### config.mk
export PLATFORM = sky130hd
export DESIGN_NAME = power_pin_wake_control
export DESIGN_NICKNAME = d
export VERILOG_FILES = /design/src/input_sync3.v /design/src/debug_clock_divider.v /design/src/power_pin_wake_control.v
export VERILOG_INCLUDE_DIRS = /design/src
export SDC_FILE = /design/constraint.sdc
export NUM_CORES = 1
export LEC_CHECK = 0
export ABC_AREA = 0
export BUFFER_PORTS_ARGS = -buffer_cell sky130_fd_sc_hd__buf_2
export CAP_MARGIN = 10
export CORE_MARGIN = 5
export CORE_UTILIZATION = 58
export CTS_CLUSTER_DIAMETER = 40
export DETAILED_ROUTE_END_ITERATION = 16
export PLACE_DENSITY = 0.84
export SYNTH_ARGS = -nofsm -noshare
export SYNTH_HDL_FRONTEND = slang
export SYNTH_SLANG_ARGS = --single-unit
### constraint.sdc
create_clock -name clock_i -period 4.8 [get_ports clock_i]
set_input_delay 0.24 -clock clock_i [delete_from_list [all_inputs] [get_ports clock_i]]
set_output_delay 0.24 -clock clock_i [all_outputs]
set_load 0.01 [all_outputs]
### src/pin_wake_map.vh
// Constants for the power pin and wake control block
`ifndef PIN_WAKE_MAP_VH
`define PIN_WAKE_MAP_VH
`define WAKE_PIN_COUNT 35
`define WAKE_PIN_MASK_ALL 35'h7ffffffff
`define WAKE_PIN_MASK_FAULT 35'h000000003
`define FAULT_CTRL_WIDTH 2
`define FAULT_CTRL_FORCE 2'h0
`define MODE_RUN 3'h0
`define MODE_STANDBY 3'h1
`define MODE_SLEEP 3'h2
`define MODE_DEEP_SLEEP 3'h3
`define DEBUG_DIV_HALF 3'h3
`define DEBUG_DIV_WIDTH 3
`define GPIO_IDX_PULL_UP 2
`endif

### src/input_sync3.v
// Three-stage synchroniser with agreement filter for pin inputs
`timescale 1ns/1ps
module input_sync3 #(
  parameter WIDTH = 1,
  parameter [WIDTH-1:0] RESET_VALUE = {WIDTH{1'b0}}
)
(
  input wire clock_i,
  input wire rst_n_i,
  input wire [WIDTH-1:0] async_i,
  output reg [WIDTH-1:0] sync_o
);
  reg [WIDTH-1:0] stage1;
  reg [WIDTH-1:0] stage2;
  reg [WIDTH-1:0] stage3;
  integer i;

  // Stage1 feeds only stage2; output moves once stages 2 and 3 agree
  always @(posedge clock_i)
  begin
    if (!rst_n_i)
    begin
      stage1 <= RESET_VALUE;
      stage2 <= RESET_VALUE;
      stage3 <= RESET_VALUE;
      sync_o <= RESET_VALUE;
    end
    else
    begin
      stage1 <= async_i;
      stage2 <= stage1;
      stage3 <= stage2;
      for (i = 0; i < WIDTH; i = i + 1)
      begin
        if (stage2[i] == stage3[i])
          sync_o[i] <= stage3[i];
      end
    end
  end
endmodule

### src/debug_clock_divider.v
// Divider that derives the debug clock output from the peripheral clock
`timescale 1ns/1ps
`include "pin_wake_map.vh"
module debug_clock_divider
(
  input wire clock_i,
  input wire rst_n_i,
  input wire enable_i,
  output reg debug_clock_o
);
  reg [`DEBUG_DIV_WIDTH-1:0] count;

  // Divide by twice the half period; output held low when disabled
  always @(posedge clock_i)
  begin
    if (!rst_n_i || !enable_i)
    begin
      count <= {`DEBUG_DIV_WIDTH{1'b0}};
      debug_clock_o <= 1'b0;
    end
    else if (count == `DEBUG_DIV_HALF - 3'h1)
    begin
      count <= {`DEBUG_DIV_WIDTH{1'b0}};
      debug_clock_o <= ~debug_clock_o; // [RULE_19]
    end
    else
      count <= count + 3'h1;
  end
endmodule

### src/power_pin_wake_control.v
// Pin level control for wake sources, fault entry, supply enables and pin sharing
//
// How it works
// RULE_01 - Fixed set of thirty-five GPIO pins can wake from standby and sleep.
// RULE_02 - Wake pin pulls on during resets, off when hold bit is cleared.
// RULE_03 - GPIO 3 wakes standby, sleep and deep sleep; its pull-up behaves likewise.
// RULE_04 - After fault-caused deep sleep, only GPIO 1 and 0 wake the device.
// RULE_05 - Software keeps GPIO 0 or 1 an input when relying on faults.
// RULE_06 - With pin reset enabled, GPIO 1 becomes an active-low reset request.
// RULE_07 - Clock select set: ignore oscillator pad, use bidirectional clock pin.
// RULE_08 - Bidirectional clock pin drives or takes clock; else stays GPIO 9.
// RULE_09 - Slow clock output copies timekeeping clock when enabled, else GPIO 10.
// RULE_10 - In deep sleep with slow clock output enabled, hold it low.
// RULE_11 - Slow clock pin pull-down on in resets, off when hold bit clears.
// RULE_12 - Clock request pin is sampled only during power-on or hardware reset.
// RULE_13 - External clock usable by peripherals; blocked in standby/sleep with timer running.
// RULE_14 - Low battery or supply fault forces deep sleep when fault control is zero.
// RULE_15 - Core supply enable high when needed, dropped on sleep or deep sleep.
// RULE_16 - System supply enable high, dropped only on deep sleep entry.
// RULE_17 - Power bus clock takes over GPIO 3 only when power bus enabled.
// RULE_18 - Power bus data takes over GPIO 4 only when power bus enabled.
// RULE_19 - Debug clock output is a divided-down peripheral clock.
// RULE_20 - Reset out also asserted during pin reset unless disable bit set.
// RULE_21 - Fault inputs and wake pins are synchronised before use.
`timescale 1ns/1ps
`include "pin_wake_map.vh"
module power_pin_wake_control
(
  input wire clock_i,
  input wire rst_n_i,
  // Reset kinds from the reset manager (pulls come on for reset_any_i)
  input wire reset_any_i,
  input wire reset_hard_i,
  input wire [2:0] mode_request_i,
  input wire mode_request_valid_i,
  // Configuration bits from software
  input wire hold_pull_resistors_clear_i,
  input wire pin_reset_enable_i,
  input wire pin_reset_out_disable_i,
  input wire clock_from_pad_select_i,
  input wire clock_pin_enable_i,
  input wire slow_clock_out_enable_i,
  input wire power_bus_enable_i,
  input wire [`FAULT_CTRL_WIDTH-1:0] fault_handling_control_i,
  input wire [`WAKE_PIN_COUNT-1:0] wake_enable_i,
  input wire os_timer_running_i,
  input wire debug_clock_enable_i,
  // Pins
  input wire [`WAKE_PIN_COUNT-1:0] wake_pins_i,
  input wire gpio1_pin_i,
  input wire battery_fault_n_i,
  input wire supply_fault_n_i,
  input wire clock_request_i,
  input wire primary_osc_input_i,
  input wire bidir_processor_clock_i,
  input wire slow_osc_input_i,
  input wire external_clock_input_i,
  input wire gpio9_out_i,
  input wire gpio9_oe_n_i,
  input wire gpio10_out_i,
  input wire gpio10_oe_n_i,
  input wire gpio3_out_i,
  input wire gpio3_oe_n_i,
  input wire gpio4_out_i,
  input wire gpio4_oe_n_i,
  input wire power_bus_clock_out_i,
  input wire power_bus_clock_oe_n_i,
  input wire power_bus_data_out_i,
  input wire power_bus_data_oe_n_i,
  input wire power_bus_clock_pin_i,
  input wire power_bus_data_pin_i,
  // Outputs
  output reg [2:0] power_mode_o,
  output reg wake_event_o,
  output reg fault_wake_only_o,
  output reg hold_pull_resistors_o,
  output reg wake_pulls_enable_o,
  output reg slow_clock_pull_down_o,
  output reg pin_reset_request_o,
  output reg gpio1_to_gpio_o,
  output reg reset_out_n_o,
  output reg processor_osc_clock_o,
  output reg bidir_processor_clock_o,
  output reg bidir_processor_clock_oe_n_o,
  output reg gpio9_pin_o,
  output reg gpio9_pin_oe_n_o,
  output reg slow_clock_out_o,
  output reg slow_clock_out_oe_n_o,
  output reg clock_source_pad_o,
  output reg external_clock_usable_o,
  output reg core_supply_enable_o,
  output reg system_supply_enable_o,
  output reg power_bus_clock_o,
  output reg power_bus_clock_oe_n_o,
  output reg power_bus_data_o,
  output reg power_bus_data_oe_n_o,
  output reg power_bus_clock_in_o,
  output reg power_bus_data_in_o,
  output reg gpio3_in_o,
  output reg gpio4_in_o,
  output wire debug_clock_out_o
);
  wire [`WAKE_PIN_COUNT-1:0] wake_sync;
  wire [1:0] fault_sync_n;
  wire gpio1_sync;
  reg [`WAKE_PIN_COUNT-1:0] wake_prev;
  reg fault_entry;
  reg [2:0] next_mode;
  wire fault_active;
  wire [`WAKE_PIN_COUNT-1:0] wake_allowed;
  wire [`WAKE_PIN_COUNT-1:0] wake_rise;
  wire wake_hit;
  wire sleeping;

  // Pin inputs cross into the processor clock domain
  input_sync3 #(.WIDTH(`WAKE_PIN_COUNT)) u_wake_sync
  (
    .clock_i(clock_i),
    .rst_n_i(rst_n_i),
    .async_i(wake_pins_i),
    .sync_o(wake_sync) // [RULE_21]
  );

  // Fault pins idle high, so reset the filter high
  input_sync3 #(.WIDTH(2), .RESET_VALUE(2'h3)) u_fault_sync
  (
    .clock_i(clock_i),
    .rst_n_i(rst_n_i),
    .async_i({battery_fault_n_i, supply_fault_n_i}),
    .sync_o(fault_sync_n) // [RULE_21]
  );

  input_sync3 #(.WIDTH(1), .RESET_VALUE(1'b1)) u_gpio1_sync
  (
    .clock_i(clock_i),
    .rst_n_i(rst_n_i),
    .async_i(gpio1_pin_i),
    .sync_o(gpio1_sync)
  );

  debug_clock_divider u_debug_div
  (
    .clock_i(clock_i),
    .rst_n_i(rst_n_i),
    .enable_i(debug_clock_enable_i),
    .debug_clock_o(debug_clock_out_o) // [RULE_19]
  );

  // Faults are ignored while any reset is in progress
  assign fault_active = ~reset_any_i & (~fault_sync_n[0] | ~fault_sync_n[1]);
  assign sleeping = (power_mode_o != `MODE_RUN);
  // GPIO 3 (index 2) is the only listed pin beyond 0 and 1 that reaches deep sleep
  assign wake_allowed = fault_entry ? `WAKE_PIN_MASK_FAULT : // [RULE_04]
    (power_mode_o == `MODE_DEEP_SLEEP) ? (`WAKE_PIN_MASK_FAULT | (35'h1 << `GPIO_IDX_PULL_UP)) : // [RULE_03]
    `WAKE_PIN_MASK_ALL; // [RULE_01]
  assign wake_rise = wake_sync & ~wake_prev;
  assign wake_hit = |(wake_rise & wake_allowed & wake_enable_i);

  // Mode selection; a fault wins over a wake in the same cycle
  always @*
  begin
    next_mode = power_mode_o;
    if (fault_active && fault_handling_control_i == `FAULT_CTRL_FORCE)
      next_mode = `MODE_DEEP_SLEEP; // [RULE_14]
    else if (sleeping && wake_hit)
      next_mode = `MODE_RUN;
    else if (!sleeping && mode_request_valid_i)
      next_mode = mode_request_i;
  end

  // Mode register, fault-entry memory and wake event
  always @(posedge clock_i)
  begin
    if (!rst_n_i)
    begin
      power_mode_o <= `MODE_RUN;
      fault_entry <= 1'b0;
      wake_prev <= {`WAKE_PIN_COUNT{1'b0}};
      wake_event_o <= 1'b0;
      fault_wake_only_o <= 1'b0;
    end
    else
    begin
      case (next_mode)
        `MODE_RUN, `MODE_STANDBY, `MODE_SLEEP, `MODE_DEEP_SLEEP:
          power_mode_o <= next_mode;
        default:
          power_mode_o <= power_mode_o;
      endcase
      wake_prev <= wake_sync;
      wake_event_o <= sleeping && wake_hit && next_mode == `MODE_RUN;
      // Re-entry by fault keeps the restriction; a clean wake drops it
      if (next_mode == `MODE_DEEP_SLEEP && fault_active && fault_handling_control_i == `FAULT_CTRL_FORCE)
        fault_entry <= 1'b1; // [RULE_04]
      else if (next_mode == `MODE_RUN)
        fault_entry <= 1'b0;
      fault_wake_only_o <= (next_mode == `MODE_DEEP_SLEEP && fault_active) ||
        (fault_entry && next_mode != `MODE_RUN);
    end
  end

  // Pull hold: set by any reset, released by software; reset wins over clear
  always @(posedge clock_i)
  begin
    if (!rst_n_i)
      hold_pull_resistors_o <= 1'b1;
    else if (reset_any_i)
      hold_pull_resistors_o <= 1'b1; // [RULE_02] [RULE_11]
    else if (hold_pull_resistors_clear_i)
      hold_pull_resistors_o <= 1'b0;
  end

  // Pull controls follow the hold bit one cycle later; a reset turns them on at the same edge as the hold bit
  always @(posedge clock_i)
  begin
    if (!rst_n_i)
    begin
      wake_pulls_enable_o <= 1'b1;
      slow_clock_pull_down_o <= 1'b1;
    end
    else
    begin
      wake_pulls_enable_o <= hold_pull_resistors_o | reset_any_i; // [RULE_02] [RULE_03]
      slow_clock_pull_down_o <= hold_pull_resistors_o | reset_any_i; // [RULE_11]
    end
  end

  // Pin reset function on GPIO 1 and reset-out indication
  always @(posedge clock_i)
  begin
    if (!rst_n_i)
    begin
      pin_reset_request_o <= 1'b0;
      gpio1_to_gpio_o <= 1'b1;
      reset_out_n_o <= 1'b0;
    end
    else
    begin
      pin_reset_request_o <= pin_reset_enable_i & ~gpio1_sync; // [RULE_06]
      gpio1_to_gpio_o <= ~pin_reset_enable_i; // [RULE_06]
      // Software usually never sees this low: the reset manager holds it
      reset_out_n_o <= ~((pin_reset_enable_i & ~gpio1_sync & ~pin_reset_out_disable_i) | reset_hard_i); // [RULE_20]
    end
  end

  // Clock source strap: caught only while hard reset is held
  always @(posedge clock_i)
  begin
    if (!rst_n_i)
      clock_source_pad_o <= 1'b1;
    else if (reset_hard_i)
      clock_source_pad_o <= ~clock_request_i; // [RULE_12]
  end

  // Clock muxing is registered; fine for these slow pad rates only
  always @(posedge clock_i)
  begin
    if (!rst_n_i)
    begin
      processor_osc_clock_o <= 1'b0;
      bidir_processor_clock_o <= 1'b0;
      bidir_processor_clock_oe_n_o <= 1'b1;
      gpio9_pin_o <= 1'b0;
      gpio9_pin_oe_n_o <= 1'b1;
    end
    else
    begin
      processor_osc_clock_o <= clock_from_pad_select_i ? bidir_processor_clock_i : primary_osc_input_i; // [RULE_07]
      if (clock_from_pad_select_i)
      begin
        bidir_processor_clock_o <= 1'b0;
        bidir_processor_clock_oe_n_o <= 1'b1; // [RULE_08]
      end
      else if (clock_pin_enable_i)
      begin
        bidir_processor_clock_o <= primary_osc_input_i;
        bidir_processor_clock_oe_n_o <= 1'b0; // [RULE_08]
      end
      else
      begin
        bidir_processor_clock_o <= 1'b0;
        bidir_processor_clock_oe_n_o <= 1'b1;
      end
      gpio9_pin_o <= gpio9_out_i;
      gpio9_pin_oe_n_o <= (clock_pin_enable_i | clock_from_pad_select_i) ? 1'b1 : gpio9_oe_n_i; // [RULE_08]
    end
  end

  // Slow clock output shares the GPIO 10 pin
  always @(posedge clock_i)
  begin
    if (!rst_n_i)
    begin
      slow_clock_out_o <= 1'b0;
      slow_clock_out_oe_n_o <= 1'b1;
    end
    else if (slow_clock_out_enable_i)
    begin
      slow_clock_out_oe_n_o <= 1'b0;
      slow_clock_out_o <= (power_mode_o == `MODE_DEEP_SLEEP) ? 1'b0 : slow_osc_input_i; // [RULE_09] [RULE_10]
    end
    else
    begin
      slow_clock_out_o <= gpio10_out_i; // [RULE_09]
      slow_clock_out_oe_n_o <= gpio10_oe_n_i;
    end
  end

  // External clock gate while the OS timer runs in standby or sleep
  always @(posedge clock_i)
  begin
    if (!rst_n_i)
      external_clock_usable_o <= 1'b0;
    else
      external_clock_usable_o <= ~(os_timer_running_i &&
        (power_mode_o == `MODE_STANDBY || power_mode_o == `MODE_SLEEP)); // [RULE_13]
  end

  // Supply enables are registered from next_mode, so they change on the same edge as the mode register
  always @(posedge clock_i)
  begin
    if (!rst_n_i)
    begin
      core_supply_enable_o <= 1'b1;
      system_supply_enable_o <= 1'b1;
    end
    else
    begin
      core_supply_enable_o <= ~(next_mode == `MODE_SLEEP || next_mode == `MODE_DEEP_SLEEP); // [RULE_15]
      system_supply_enable_o <= ~(next_mode == `MODE_DEEP_SLEEP); // [RULE_16]
    end
  end

  // Power bus pins take GPIO 3 and 4 only when enabled
  always @(posedge clock_i)
  begin
    if (!rst_n_i)
    begin
      power_bus_clock_o <= 1'b0;
      power_bus_clock_oe_n_o <= 1'b1;
      power_bus_data_o <= 1'b0;
      power_bus_data_oe_n_o <= 1'b1;
      power_bus_clock_in_o <= 1'b1;
      power_bus_data_in_o <= 1'b1;
      gpio3_in_o <= 1'b1;
      gpio4_in_o <= 1'b1;
    end
    else
    begin
      power_bus_clock_o <= power_bus_enable_i ? power_bus_clock_out_i : gpio3_out_i; // [RULE_17]
      power_bus_clock_oe_n_o <= power_bus_enable_i ? power_bus_clock_oe_n_i : gpio3_oe_n_i; // [RULE_17]
      power_bus_data_o <= power_bus_enable_i ? power_bus_data_out_i : gpio4_out_i; // [RULE_18]
      power_bus_data_oe_n_o <= power_bus_enable_i ? power_bus_data_oe_n_i : gpio4_oe_n_i; // [RULE_18]
      power_bus_clock_in_o <= power_bus_enable_i ? power_bus_clock_pin_i : 1'b1;
      power_bus_data_in_o <= power_bus_enable_i ? power_bus_data_pin_i : 1'b1;
      gpio3_in_o <= power_bus_enable_i ? 1'b1 : power_bus_clock_pin_i;
      gpio4_in_o <= power_bus_enable_i ? 1'b1 : power_bus_data_pin_i;
    end
  end
endmodule

=== Word-level counts from Yosys, hierarchy flattened ===
Index checks and enable logic that the tools add are counted.

* Output and inout bits: 31
* Logic and storage cells: 194
* Register bits after elaboration: 221
* Input bits: 111

* Add/subtract/negate cells: 1
* Equal/unequal tests: 45
* Reductions and logical operators: 29
* Mux-type cells: 16
* Bitwise gates (word level): 25

{| class="wikitable"
|+ Operators with widths
! cell !! count
|-
| $and 35x35->35 || 3
|-
| $mux 35 || 2
|-
| $eq 1x1->1 || 38
|-
| $not 35->35 || 1
|-
| $reduce_or 35->1 || 1
|-
| $eq 3x2->1 const B || 5
|-
| $not 1->1 || 14
|-
| $mux 1 || 11
|-
| $reduce_or 2->1 || 5
|-
| $mux 3 || 3
|-
| $logic_and 1x1->1 || 8
|-
| $eq 3x1->1 const B || 2
|-
| $reduce_bool 3->1 || 2
|-
| $logic_or 1x1->1 || 4
|-
| $or 1x1->1 || 4
|-
| $reduce_or 4->1 || 1
|-
| $add 3x1->3 const B || 1
|-
| $and 1x1->1 || 3
|-
| $logic_not 1->1 || 3
|-
| $logic_not 3->1 || 1
|-
| $reduce_or 3->1 || 1
|-
| $logic_not 2->1 || 1
|-
| $reduce_and 2->1 || 1
|-
| $reduce_bool 2->1 || 1
|}

=== Logic depth before layout (Yosys ltp) ===
* Depth after elaboration: 13
* Gate-level depth with buffers: 7
* Gate-level depth less buffers: 7

=== Cells and area by module ===
From an unflattened synthesis, not the netlist that was laid out.

* Cells, all modules: 648
* Area, all modules: 7000.5 um2

{| class="wikitable"
|+ Modules (own cells, without submodules)
! module !! seq. area each (um2) !! times used !! area each (um2) !! cells each
|-
| input_sync3 at u_wake_sync || 2802.7 || 1 || 4145.2 || 365
|-
| power_pin_wake_control || 1301.2 || 1 || 2342.2 || 235
|-
| input_sync3 at u_fault_sync || 160.2 || 1 || 225.2 || 20
|-
| debug_clock_divider || 80.1 || 1 || 175.2 || 18
|-
| input_sync3 at u_gpio1_sync || 80.1 || 1 || 112.6 || 10
|}

=== Worst setup path before layout ===
OpenSTA, ideal clock, no wires.

* Kind: reg-to-reg
* From: reg u_wake_sync.sync_o[25]
* To: reg core_supply_enable_o
* Library setup time: 0.122 ns
* Required time: 4.678 ns
* Buffers on the path: 0
* Path slack: 2.870 ns
* Clock period less this slack: 1.930 ns
* Cell stages (with the launch flop): 8
* Data arrival time: 1.808 ns
* Cells stage by stage: dfxtp_1 and3b_1 a31oi_1 nand3_1 or4_4 o21ai_2 nand3_2 a311o_1

* Cells in the longest elaborated chain, start to end: 10
* Elaborated cells on any way between the ends: 11
* Classes of those cells: 2 x eq/ne; 2 x mux; 4 x bitwise; 3 x reduce/logical

{| class="wikitable"
|+ Ends and longest elaborated chain
! what !! line !! text
|-
| from (decl) || input_sync3.v:11 || <nowiki>output reg [WIDTH-1:0] sync_o</nowiki>
|-
| from (signal, indexed assignment) || input_sync3.v:36 || <nowiki>sync_o[i] <= stage3[i];</nowiki>
|-
| $and 35x35->35 (*) || power_pin_wake_control.v:156 || <nowiki>assign wake_rise = wake_sync & ~wake_prev;</nowiki>
|-
| $and 35x35->35 (*) (2 in series) || power_pin_wake_control.v:157 || <nowiki>assign wake_hit = |(wake_rise & wake_allowed & wake_enable_i);</nowiki>
|-
| $reduce_or 35->1 (*) || power_pin_wake_control.v:157 ||
|-
| $logic_and 1x1->1 (*) || power_pin_wake_control.v:165 || <nowiki>else if (sleeping && wake_hit)</nowiki>
|-
| $mux 3 (*) || power_pin_wake_control.v:165 ||
|-
| $mux 3 (*) || power_pin_wake_control.v:163 || <nowiki>if (fault_active && fault_handling_control_i == `FAULT_CTRL_FORCE)</nowiki>
|-
| $eq 3x2->1 || n/a ||
|-
| $logic_or 1x1->1 (no line) (*) || n/a ||
|-
| $not 1->1 (*) || power_pin_wake_control.v:329 || <nowiki>core_supply_enable_o <= ~(next_mode == `MODE_SLEEP || next_mode == `MODE_DEEP_SLEEP);</nowiki>
|-
| to (signal assigned) || power_pin_wake_control.v:329 ||
|-
| to (decl) || power_pin_wake_control.v:91 || <nowiki>output reg core_supply_enable_o,</nowiki>
|}

Mark *: on every way between the ends. The rest lies on a longest branch, timed or not.
A chain may end at the register's enable or synchronous reset.

=== Final worst setup path ===
* From: reg u_wake_sync.sync_o[13]
* To: reg core_supply_enable_o

The elaborated chain is that of the path after synthesis.

==> impl_results.md <==
- Final worst slack: 2560 ps
- Crit path DAT: 2600 ps
- R2R Path Start: u_wake_sync.sync_o[13]
- First-pass GRT wire length: 24,600 um
- Crit end category: register
- Most common cell after layout, fill and taps aside: dfxtp_1
- CTS hold repair buffers: 61
- Final clock skew: 13.3 ps
- Highest routed layer: met4
- Row cnt: 40
- Hold crit path type: in2reg
- Iter 0 DRT Violations: 406
- HP Start: debug_clock_enable_i
- Post-CTS Setup Bufs: 0
- Capture point of the worst reg-to-reg path: core_supply_enable_o
- CTS buffer count: 22
- Pwr Total: 3.76 mW
- Commonest non-fill, non-tap cells in the layout: dfxtp_1 (221), and2_1 (142), buf_2 (139)
- Clk_lat worst skew: 490 ps
- Run status: finished, final reports clean
- Syn Std Cell Area: 6920 um2
- Pin count of the biggest net entering global routing: 97
- CTS sink count: 221
- Avg Cell Area, Syn: 10.5 um2
- CTS Buffer Depth: 3
- Final wirelength: 14,900 um
- Area Growth Syn to Fin: 30.3%
- I/O Pins: 142
- Hold path cells: 3
- Final Slew Violations: 0
- Hold EP: u_debug_div.count[0]
- Storage element area: 4420 um2
- Synth unique cells: 43
- Placed instance count: 919
- Met1 Wirelength: 6080 um
- Synth Instances: 657
- Number of diodes: 0
- # Max-Cap Violations: 0
- Number of global-route vias before repair: 5,276
- GRT overflow: 0
- Yosys warnings: 0
- Post-synthesis sequential area ratio: 0.639
- Final ANT Viol Nets: 0
- CTS tree: built
- Number of synthesized register bits: 221
- Root buffer cell: clkbuf_16
- Reg2Reg Setup Slack: 2560 ps
- Metal2 WL: 7770 um
- Core box area: 11,900 um2
- Largest fanout on the critical path: 4
- Initial antenna violation count: 0
- TNS Setup: 0 ps
- Synth Net Count: 770
- Max Clk Rate: 446 MHz
- Ys async rst share: 0
- Layout Nets: 970
- Die Span X: 119 um
- Cts repair resizes: 0
- Hold Fails Final Rpt: 0
- Critical path class: reg2reg
- Final instance count without filler cells: 1,017
- Period utilisation layout: 0.467
- DRC: 0
- Placed inst area: 7700 um2
- All-Layer GR Usage: 0.209
- WP data required: 5160 ps
- Fin util: 0.761
- H-tree levels: 1
- Vias per std cell: 5.09
- Dpl hpwl: 8910 um
- Clock Pin Slew Worst Setup and Hold Paths: 60 ps
- Final min period: 2240 ps
- Top FF cell, synth: dfxtp_1
- Pre-CTS setup slack: 2540 ps
- WL/cell: 14.7 um
- Placer Congestion: 0.850
- # setup viols final: 0
- PortBufs: 140
- Pre-antenna DRT Iters: 5
- Initial Utilization: 0.584
- Power per cell area: 416 nW/um2
- Slew @ Worst Pin: 971 ps
- LEAKAGE: 3.80 nW
- Max-slew headroom: 0.351
- Layout cell share with drive strength beyond 1: 0.210
- Worst VDD drop: 0.000375 V
- Non-Filler Cell Area, Final: 9020 um2
- EDFF count, synth: 0
- Final hold slack: 30.7 ps
- R2R depth: 7
- FILL cells: 758
- Vias: 5,179
- Die area: 14,200 um2
- Worst Setup Start Kind: register
- Die height: 119 um
- Area of the multi-input gates: 2330 um2
- RSZ-0062 raised after global routing: false
- Met3 WL: 861 um
==> how the worst max path moves through the flow <==
stage | start | endpoint | slack [ps] | depth (start not counted)
2_1_floorplan | u_wake_sync.sync_o[25] | core_supply_enable_o | 2870 | 7
3_3_place_gp | wake_enable_i[13] | core_supply_enable_o | 2630 | 8
3_5_place_dp | u_wake_sync.sync_o[13] | core_supply_enable_o | 2540 | 7
4_1_cts | u_wake_sync.sync_o[13] | core_supply_enable_o | 2530 | 7
5_1_grt | u_wake_sync.sync_o[13] | core_supply_enable_o | 2470 | 7
6_report | u_wake_sync.sync_o[13] | core_supply_enable_o | 2560 | 7
==> synth_stat cells, types with 2 or more instances <==
library cell	number	area (um2)
nand2b_1	12	75.1
or2_2	3	18.8
a21oi_1	43	215
o21ai_0	44	220
nand3_1	9	45.0
a31oi_1	10	62.6
mux2i_1	6	60.1
clkbuf_1	23	86.3
nand3b_1	20	150
or3_1	3	18.8
and2_2	2	15.0
buf_6	2	22.5
and2_1	142	888
dfxtp_1	221	4420
inv_1	14	52.6
and3b_1	8	70.1
nor2_1	17	63.8
nor3_1	3	15.0
or4_4	2	22.5
ha_1	2	25.0
nand2_1	47	176
and3_1	3	18.8
==> worst max-delay path, cell delays in order, from the launching register on <==
cell and delay [ps]:
dfxtp_1 330, and3b_1 190, a31oi_1 170, nand3_1 130
or4_4 580, o21ai_2 200, nand3_2 110, a311o_1 400
==> cell families (layout without fill, tap and decap cells) <==
kind of cell             count (synthesis)  count (layout)  synth area share
AO/OA/AOI/OAI                          108             108            0.0855
XOR/XNOR                                 1               1           0.00127
adder cells (fa/ha/maj)                  2               2           0.00361
buffers and inverters                   40             253            0.0244
flip-flops                             221             221             0.639
multiplexers                             6               6           0.00867
AND/OR/NAND/NOR                        279             279             0.238
==> flip-flops by register name (all words and copies together) (netlist names), 2 cells and up <==
register,flops
u_wake_sync.stage1,35
u_wake_sync.stage2,35
u_wake_sync.stage3,35
u_wake_sync.sync_o,35
wake_prev,35
power_mode_o,3
u_debug_div.count,3
u_fault_sync.stage1,2
u_fault_sync.stage2,2
u_fault_sync.stage3,2
u_fault_sync.sync_o,2
==> power by group <==
group	switching, mW	internal, mW
Combinational	0.0856	0.108
Clock	0.654	1.00
Sequential	0.0213	1.89
==> routing by layer <==
metal / vias up / GRT usage
met4: 0 / 0.0514
met3: 22 / 0.0423
li1: 2563 / -
met2: 174 / 0.394
met5: - / 0
met1: 2420 / 0.241
==> final cells by class <==
cell class,instances,share of cell area
sequential,221,0.490
multi-input combinational,396,0.258
timing repair buffer,202,0.146
clock buffer,31,0.0681
tap,147,0.0204
clock inverter,6,0.0105
inverter,14,0.00582
Power figures use the tool's default switching activity.
